### config.mk
export PLATFORM = sky130hd
export DESIGN_NAME = sspr_regs
export DESIGN_NICKNAME = d
export VERILOG_FILES = /design/src/hdl/sspr_regs.v
export VERILOG_INCLUDE_DIRS = /design/src /design/src/hdl
export SDC_FILE = /design/constraint.sdc
export NUM_CORES = 1
export LEC_CHECK = 0
export BUFFER_PORTS_ARGS = -buffer_cell sky130_fd_sc_hd__buf_2
export CAP_MARGIN = 20
export CELL_PAD_IN_SITES_DETAIL_PLACEMENT = 1
export CELL_PAD_IN_SITES_GLOBAL_PLACEMENT = 1
export CORE_MARGIN = 4
export CORE_UTILIZATION = 35
export DETAILED_ROUTE_END_ITERATION = 8
export GPL_TIMING_DRIVEN = 0
export HOLD_SLACK_MARGIN = 0.12
export PLACE_DENSITY_LB_ADDON = 0.1
export SYNTH_ARGS = -nofsm -noshare
export SYNTH_HDL_FRONTEND = slang
export SYNTH_SLANG_ARGS = --single-unit
### constraint.sdc
create_clock -name clk -period 2.5 [get_ports clk]
set_input_delay 0.125 -clock clk [delete_from_list [all_inputs] [get_ports clk]]
set_output_delay 0.125 -clock clk [all_outputs]
set_load 0.01 [all_outputs]
### src/hdl/sspr_consts.vh
// Overview of operation
// - select 000 means no signature compression
// - select 001 uses polynomial one
// - select 010 uses polynomial two
// - select 011 uses polynomial three
// - seed is low word 08, high 09
// - result is low word 0a, high 0b
// - index write loads four shared pointers
// - shared pointers advance by four after each long-word access, except in a cycle with an index write
// - vector pointer write at 11
// - header/trailer pointer write at 13
// - macro pointer write at 15
// - sequencer pointer write at 17
// - bridge-support pointer write at 19
`ifndef SSPR_CONSTS_VH
`define SSPR_CONSTS_VH

// register indices; byte address is four times the index
`define SSPR_IDX_POLY      5'h07
`define SSPR_IDX_SEED_LO   5'h08
`define SSPR_IDX_SEED_HI   5'h09
`define SSPR_IDX_RES_LO    5'h0a
`define SSPR_IDX_RES_HI    5'h0b
`define SSPR_IDX_SHARED    5'h0c
`define SSPR_IDX_VECTOR    5'h11
`define SSPR_IDX_HDRTRL    5'h13
`define SSPR_IDX_MACRO     5'h15
`define SSPR_IDX_SEQ       5'h17
`define SSPR_IDX_BRIDGE    5'h19

`define SSPR_POLY_MSB      2
`define SSPR_POLY_NONE     3'h0
`define SSPR_POLY_1        3'h1
`define SSPR_POLY_2        3'h2
`define SSPR_POLY_3        3'h3

// feedback taps below x^32, x^0 included
`define SSPR_TAPS_1        32'h000000af
`define SSPR_TAPS_2        32'h18000003
`define SSPR_TAPS_3        32'h000000c5

`define SSPR_RESET_16      16'h0000
`define SSPR_RESET_32      32'h00000000
`define SSPR_PTR_STEP      16'h0004

`endif

### src/hdl/sspr_regs.v
`timescale 1ns/10ps
`include "sspr_consts.vh"

module sspr_regs (
    input  wire        clk,               // system clock
    input  wire        reset,             // synchronous, active high
    input  wire        psel,              // apb select
    input  wire        penable,           // apb access phase
    input  wire        pwrite,            // apb direction
    input  wire [7:0]  paddr,             // apb byte address
    input  wire [31:0] pwdata,            // apb write data
    output wire [31:0] prdata,            // apb read data
    output wire        pready,            // apb ready
    output wire        pslverr,           // apb error, unmapped address
    input  wire        scan_in_valid,     // captured scan-in bit strobe
    input  wire        scan_in_bit,       // captured scan-in bit
    input  wire        scan_in_rd_lw,     // long-word read of scan-in space
    input  wire        scan_out_wr_lw,    // long-word write of scan-out space
    input  wire        expected_wr_lw,    // long-word write of expected space
    input  wire        mask_wr_lw,        // long-word write of mask space
    output wire [2:0]  lfsr_poly_select,  // active polynomial
    output wire [31:0] signature,         // running signature
    output wire [15:0] scan_out_ptr,      // scan-out memory pointer
    output wire [15:0] scan_in_ptr,       // scan-in memory pointer
    output wire [15:0] expected_ptr,      // expected memory pointer
    output wire [15:0] mask_ptr,          // mask memory pointer
    output wire [15:0] vector_pointer,    // vector area pointer
    output wire [15:0] header_trailer_pointer, // header/trailer area pointer
    output wire [15:0] macro_pointer,     // macro area pointer
    output wire [15:0] sequencer_pointer, // sequencer area pointer
    output wire [15:0] bridge_support_pointer  // bridge-support area pointer
);

////////////////////////////////////////////////////////////////////////////////
function [31:0] taps_of;
    input [2:0] sel;
    begin
        case (sel)
            `SSPR_POLY_1: taps_of = `SSPR_TAPS_1;
            `SSPR_POLY_2: taps_of = `SSPR_TAPS_2;
            `SSPR_POLY_3: taps_of = `SSPR_TAPS_3;
            default:      taps_of = `SSPR_RESET_32;
        endcase
    end
endfunction

function mapped;
    input [4:0] idx;
    begin
        case (idx)
            `SSPR_IDX_POLY, `SSPR_IDX_SEED_LO, `SSPR_IDX_SEED_HI,
            `SSPR_IDX_RES_LO, `SSPR_IDX_RES_HI, `SSPR_IDX_SHARED,
            `SSPR_IDX_VECTOR, `SSPR_IDX_HDRTRL, `SSPR_IDX_MACRO,
            `SSPR_IDX_SEQ, `SSPR_IDX_BRIDGE: mapped = 1'b1;
            default:                          mapped = 1'b0;
        endcase
    end
endfunction

////////////////////////////////////////////////////////////////////////////////
reg  [2:0]  poly_ff;
reg  [31:0] seed_ff;
reg  [31:0] lfsr_ff;
reg  [15:0] so_ptr_ff;
reg  [15:0] si_ptr_ff;
reg  [15:0] ex_ptr_ff;
reg  [15:0] mk_ptr_ff;
reg  [15:0] vec_ff;
reg  [15:0] ht_ff;
reg  [15:0] mac_ff;
reg  [15:0] seq_ff;
reg  [15:0] brg_ff;
reg  [31:0] prdata_ff;
reg  [31:0] nxt_prdata;
reg         pready_ff;
reg         pslverr_ff;

wire [4:0]  idx     = paddr[6:2];
wire        addr_ok = (paddr[7] == 1'b0) && (paddr[1:0] == 2'b00) && mapped(idx);
// one wait state: ready rises on the first access edge, the transfer ends on the second
wire        access  = psel && penable && !pready_ff;
wire        commit  = psel && penable && pready_ff;
wire        wr      = commit && pwrite && addr_ok;
wire [15:0] wd      = pwdata[15:0];

// galois shift of the captured bit
wire        shift_en = scan_in_valid && (poly_ff != `SSPR_POLY_NONE);
wire        fb       = lfsr_ff[31] ^ scan_in_bit;
wire [31:0] lfsr_sh  = {lfsr_ff[30:0], 1'b0} ^ (fb ? taps_of(poly_ff) : `SSPR_RESET_32);

////////////////////////////////////////////////////////////////////////////////
always @* begin
    nxt_prdata = `SSPR_RESET_32;
    case (idx)
        `SSPR_IDX_POLY:    nxt_prdata[`SSPR_POLY_MSB:0] = poly_ff;
        `SSPR_IDX_SEED_LO: nxt_prdata[15:0] = seed_ff[15:0];
        `SSPR_IDX_SEED_HI: nxt_prdata[15:0] = seed_ff[31:16];
        `SSPR_IDX_RES_LO:  nxt_prdata[15:0] = lfsr_ff[15:0];
        `SSPR_IDX_RES_HI:  nxt_prdata[15:0] = lfsr_ff[31:16];
        `SSPR_IDX_SHARED:  nxt_prdata[15:0] = so_ptr_ff;
        `SSPR_IDX_VECTOR:  nxt_prdata[15:0] = vec_ff;
        `SSPR_IDX_HDRTRL:  nxt_prdata[15:0] = ht_ff;
        `SSPR_IDX_MACRO:   nxt_prdata[15:0] = mac_ff;
        `SSPR_IDX_SEQ:     nxt_prdata[15:0] = seq_ff;
        `SSPR_IDX_BRIDGE:  nxt_prdata[15:0] = brg_ff;
        default:           nxt_prdata = `SSPR_RESET_32;
    endcase
    if (!addr_ok || pwrite) begin
        nxt_prdata = `SSPR_RESET_32;
    end
end

always @(posedge clk) begin
    if (reset) begin
        pready_ff  <= 1'b0;
        pslverr_ff <= 1'b0;
        prdata_ff  <= `SSPR_RESET_32;
    end else begin
        pready_ff  <= access;
        pslverr_ff <= access && !addr_ok;
        prdata_ff  <= access ? nxt_prdata : `SSPR_RESET_32;
    end
end

////////////////////////////////////////////////////////////////////////////////
// register writes; reserved bits never stored
always @(posedge clk) begin
    if (reset) begin
        poly_ff <= 3'h0;
        seed_ff <= `SSPR_RESET_32;
        vec_ff  <= `SSPR_RESET_16;
        ht_ff   <= `SSPR_RESET_16;
        mac_ff  <= `SSPR_RESET_16;
        seq_ff  <= `SSPR_RESET_16;
        brg_ff  <= `SSPR_RESET_16;
    end else if (wr) begin
        case (idx)
            `SSPR_IDX_POLY:    poly_ff        <= pwdata[`SSPR_POLY_MSB:0];
            `SSPR_IDX_SEED_LO: seed_ff[15:0]  <= wd;
            `SSPR_IDX_SEED_HI: seed_ff[31:16] <= wd;
            `SSPR_IDX_VECTOR:  vec_ff         <= wd;
            `SSPR_IDX_HDRTRL:  ht_ff          <= wd;
            `SSPR_IDX_MACRO:   mac_ff         <= wd;
            `SSPR_IDX_SEQ:     seq_ff         <= wd;
            `SSPR_IDX_BRIDGE:  brg_ff         <= wd;
            default:           poly_ff        <= poly_ff;
        endcase
    end
end

// the seed is taken when its high half lands, closing the pair;
// a captured bit in the same cycle as a result write wins so no bit is lost
always @(posedge clk) begin
    if (reset) begin
        lfsr_ff <= `SSPR_RESET_32;
    end else if (shift_en) begin
        lfsr_ff <= lfsr_sh;
    end else if (wr && idx == `SSPR_IDX_SEED_HI) begin
        lfsr_ff <= {wd, seed_ff[15:0]};
    end else if (wr && idx == `SSPR_IDX_RES_LO) begin
        lfsr_ff[15:0] <= wd;
    end else if (wr && idx == `SSPR_IDX_RES_HI) begin
        lfsr_ff[31:16] <= wd;
    end
end

////////////////////////////////////////////////////////////////////////////////
// shared pointers: an index write beats a same-cycle advance
wire load_shared = wr && (idx == `SSPR_IDX_SHARED);

always @(posedge clk) begin
    if (reset) begin
        so_ptr_ff <= `SSPR_RESET_16;
        si_ptr_ff <= `SSPR_RESET_16;
        ex_ptr_ff <= `SSPR_RESET_16;
        mk_ptr_ff <= `SSPR_RESET_16;
    end else if (load_shared) begin
        so_ptr_ff <= wd;
        si_ptr_ff <= wd;
        ex_ptr_ff <= wd;
        mk_ptr_ff <= wd;
    end else begin
        if (scan_out_wr_lw) so_ptr_ff <= so_ptr_ff + `SSPR_PTR_STEP;
        if (scan_in_rd_lw)  si_ptr_ff <= si_ptr_ff + `SSPR_PTR_STEP;
        if (expected_wr_lw) ex_ptr_ff <= ex_ptr_ff + `SSPR_PTR_STEP;
        if (mask_wr_lw)     mk_ptr_ff <= mk_ptr_ff + `SSPR_PTR_STEP;
    end
end

////////////////////////////////////////////////////////////////////////////////
assign prdata                 = prdata_ff;
assign pready                 = pready_ff;
assign pslverr                = pslverr_ff;
assign lfsr_poly_select       = poly_ff;
assign signature              = lfsr_ff;
assign scan_out_ptr           = so_ptr_ff;
assign scan_in_ptr            = si_ptr_ff;
assign expected_ptr           = ex_ptr_ff;
assign mask_ptr               = mk_ptr_ff;
assign vector_pointer         = vec_ff;
assign header_trailer_pointer = ht_ff;
assign macro_pointer          = mac_ff;
assign sequencer_pointer      = seq_ff;
assign bridge_support_pointer = brg_ff;

endmodule

==> results.tsv <==
metric	value	unit
CP Class	input pin to flop	
Worst Hold Class	input pin to flop	
sequential area share after synthesis	0.421	
final number of hold-violating endpoints	0	
Internal	0.00609	W
syn avg cell area	8.66	µm²
clk slew on worst S/H paths	0.06	ns
Num CTS Buffers	27	
placed cells	1886	
mux contribution to synthesized area	0.0859	
leading area contributor after synthesis	dfxtp_1	
RSZ-0062 raised after global routing	false	
DRC	0	
Leak Pwr	5.51	nW
Worst slew margin	0.291	
Post-synth EDFFs	0	
initial antenna violation count	0	
placed cell area	12500	µm²
design area	13800	µm²
CP max FO	10	
nets@finish	1613	
Slew @ Worst Pin	1.06	ns
Cell variety after synth	69	
final number of setup-violating endpoints	0	
top_reg_cell synth	dfxtp_1	
clock sinks	229	
Cell Pwr Density	590	nW/µm²
num rows	64	
max frequency	0.412	GHz
CP arrival	2.82	ns
Worst Clk Skew	0.0161	ns
largest cells by area after synthesis	dfxtp_1 (42%), mux2i_1 (7.3%), nand2_1 (5.6%), a21oi_1 (5.1%), nor2_1 (4.6%)	
fin cells	1974	
Final Max Slew Viols	0	
Synth Area in Simple Gates	0.219	
Crit. End Element	flop	
clock network fraction of total power	0.481	
main combinational cell family by area after synthesis	simple AND/OR/NAND/NOR gates	
Antenna Diode Count	0	
DR iter-0 viols	1070	
hpwl dp	37300	µm
first-pass GRT wire length	72800	µm
area of the mapped netlist	10900	µm²
Comb power frac	0.066	
layout cells sized above 1	0.229	
die extent in x	184	µm
grt ovf	0	
die height	184	µm
fin crit share	0.970	
die area	34000	µm²
CTS root buf	clkbuf_16	
WL/cell	25.6	µm
Ys Warns	0	
antenna viol nets, final	0	
CTS tree	yes	
Yosys reg bits	229	
Starting Density	0.355	
I/O Pins	264	
All-Layer GR Usage	0.282	
total of max-cap violations	0	
top cell type's share of synthesized area	0.421	
Fin Setup TNS	0	ns
register share of total power	0.453	
switching share of power	0.252	
vias	11404	
peak supply drop	0.473	mV
number of fill cells	3756	
final worst path period need	2.43	ns
XOR/XNOR share of the synthesized area	0.0354	
hold slack	0.151	ns
Clock Path Buffers	3	
CP Launch Type	input pin	
vias per cell	5.78	
Area growth, synth to finish	26.6	%
sw power	0.00205	W
clk_lat worst skew	0.55	ns
async set-reset flop share out of synthesis	0	
total wire length	50500	µm
adder-cell share of the synthesized area	0.00459	
post-synthesis instance total	1258	
required time of the critical path	2.89	ns
largest net degree at the start of global routing	14	
core area	30700	µm²
PortBufs	214	
vias in the first global route	11062	
Max H-tree Level	1	
routability cong.	0.960	
Synth Area in Compound Gates	0.172	
first-pass detailed-route iteration total	6	
outcome	complete, no violations	
==> cells in the mapped netlist, types with 20 or more instances <==
cell type	count
nor2_1	134
buf_2	28
mux2i_1	80
xnor2_1	28
a21oi_1	111
nand2_1	162
dfxtp_1	229
nand4_1	20
and3_1	41
nor3_1	25
clkbuf_1	65
==> metal layers <==
layer / up-vias / share of wire / GRT usage
li1: 5110 / - / -
met3: 78 / 0.084 / 0.0515
met2: 536 / 0.44 / 0.435
met5: - / 0 / 0
met4: 0 / 0.028 / 0.0748
met1: 5680 / 0.45 / 0.408
==> cell type report <==
cell class	instances	area, µm²	share of cell area
repair buffers	256	1450	0.105
clock buffers	39	781	0.0566
flip-flops and latches	229	4580	0.332
clock inverters	10	81.3	0.00590
multi-input cells	905	5730	0.415
plain buffers	121	606	0.0439
inverters	18	67.6	0.00490
well taps	396	495	0.0359
==> through the flow <==
step,power [W],worst slack (ns),util
final,0.00814,0.0745,0.450
after global routing,0.00835,0.0103,0.450
after CTS,0.00815,0.0685,0.447
after detailed placement,0.00425,-0.424,0.409
after global placement,0.00424,-0.966,0.408
after floorplan,0.00404,0.529,-
==> power groups by stage <==
stage | logic [W] | registers, W | clock network [W]
floorplan | 0.000269 | 0.00377 | 0
global placement | 0.000480 | 0.00376 | 0
detailed placement | 0.000487 | 0.00376 | 0
CTS | 0.000523 | 0.00368 | 0.00394
global route | 0.000566 | 0.00368 | 0.00410
finish | 0.000538 | 0.00368 | 0.00392
==> flip-flops by register name, summed over array words and instances, names as in the netlist, 3 cells and up <==
| signal | count |
|---|---|
| bridge_support_pointer | 16 |
| expected_ptr | 16 |
| header_trailer_pointer | 16 |
| lfsr_poly_select | 3 |
| macro_pointer | 16 |
| mask_ptr | 16 |
| prdata | 16 |
| scan_in_ptr | 16 |
| scan_out_ptr | 16 |
| seed_ff | 32 |
| sequencer_pointer | 16 |
| signature | 32 |
| vector_pointer | 16 |
==> final timing paths <==
check | startpoint | to | slack [ns] | cells past startpoint
max | paddr[0] | bridge_support_pointer[3] | 0.07 | 9
max reg2reg | pready | scan_in_ptr[6] | 0.08 | 7
min | pwdata[5] | seed_ff[21] | 0.15 | 3
min reg2reg | seed_ff[16] | seed_ff[16] | 0.46 | 2
==> placed cells by master (no fill, tap or decap), types with 17 or more instances in the layout <==
master	count
buf_2	243
dfxtp_1	229
nand2_1	162
nor2_1	134
a21oi_1	111
mux2i_1	80
clkbuf_1	68
and3_1	41
buf_4	32
xnor2_1	28
clkbuf_16	27
dlygate4sd3_1	27
nor3_1	25
nand4_1	20
inv_1	18
a31oi_1	17
==> cells by family after synthesis <==
logic type               count (synthesis)
AO/OA/AOI/OAI                          274
flip-flops                             229
multiplexers                            90
adder cells (fa/ha/maj)                  4
AND/OR/NAND/NOR                        477
XOR/XNOR                                44
other                                    1
buffers and inverters                  139
==> repair_timing <==
item	4_1_cts	5_1_grt
hold buffers	27	0
setup buffers	2	10
endpoints found under the hold margin	104	0
endpoints found under the setup margin	47	72
pin swaps	1	3
gates resized for setup	3	8
==> worst max-delay path, cell delays in order <==
cell	delay, ns
dlygate4sd3_1	0.54
buf_2	0.13
or3_1	0.36
buf_6	0.15
buf_6	0.16
nor4_4	0.74
buf_6	0.30
mux2i_1	0.24
nor2_1	0.06
No activity file was read; power rests on OpenSTA's default activity.
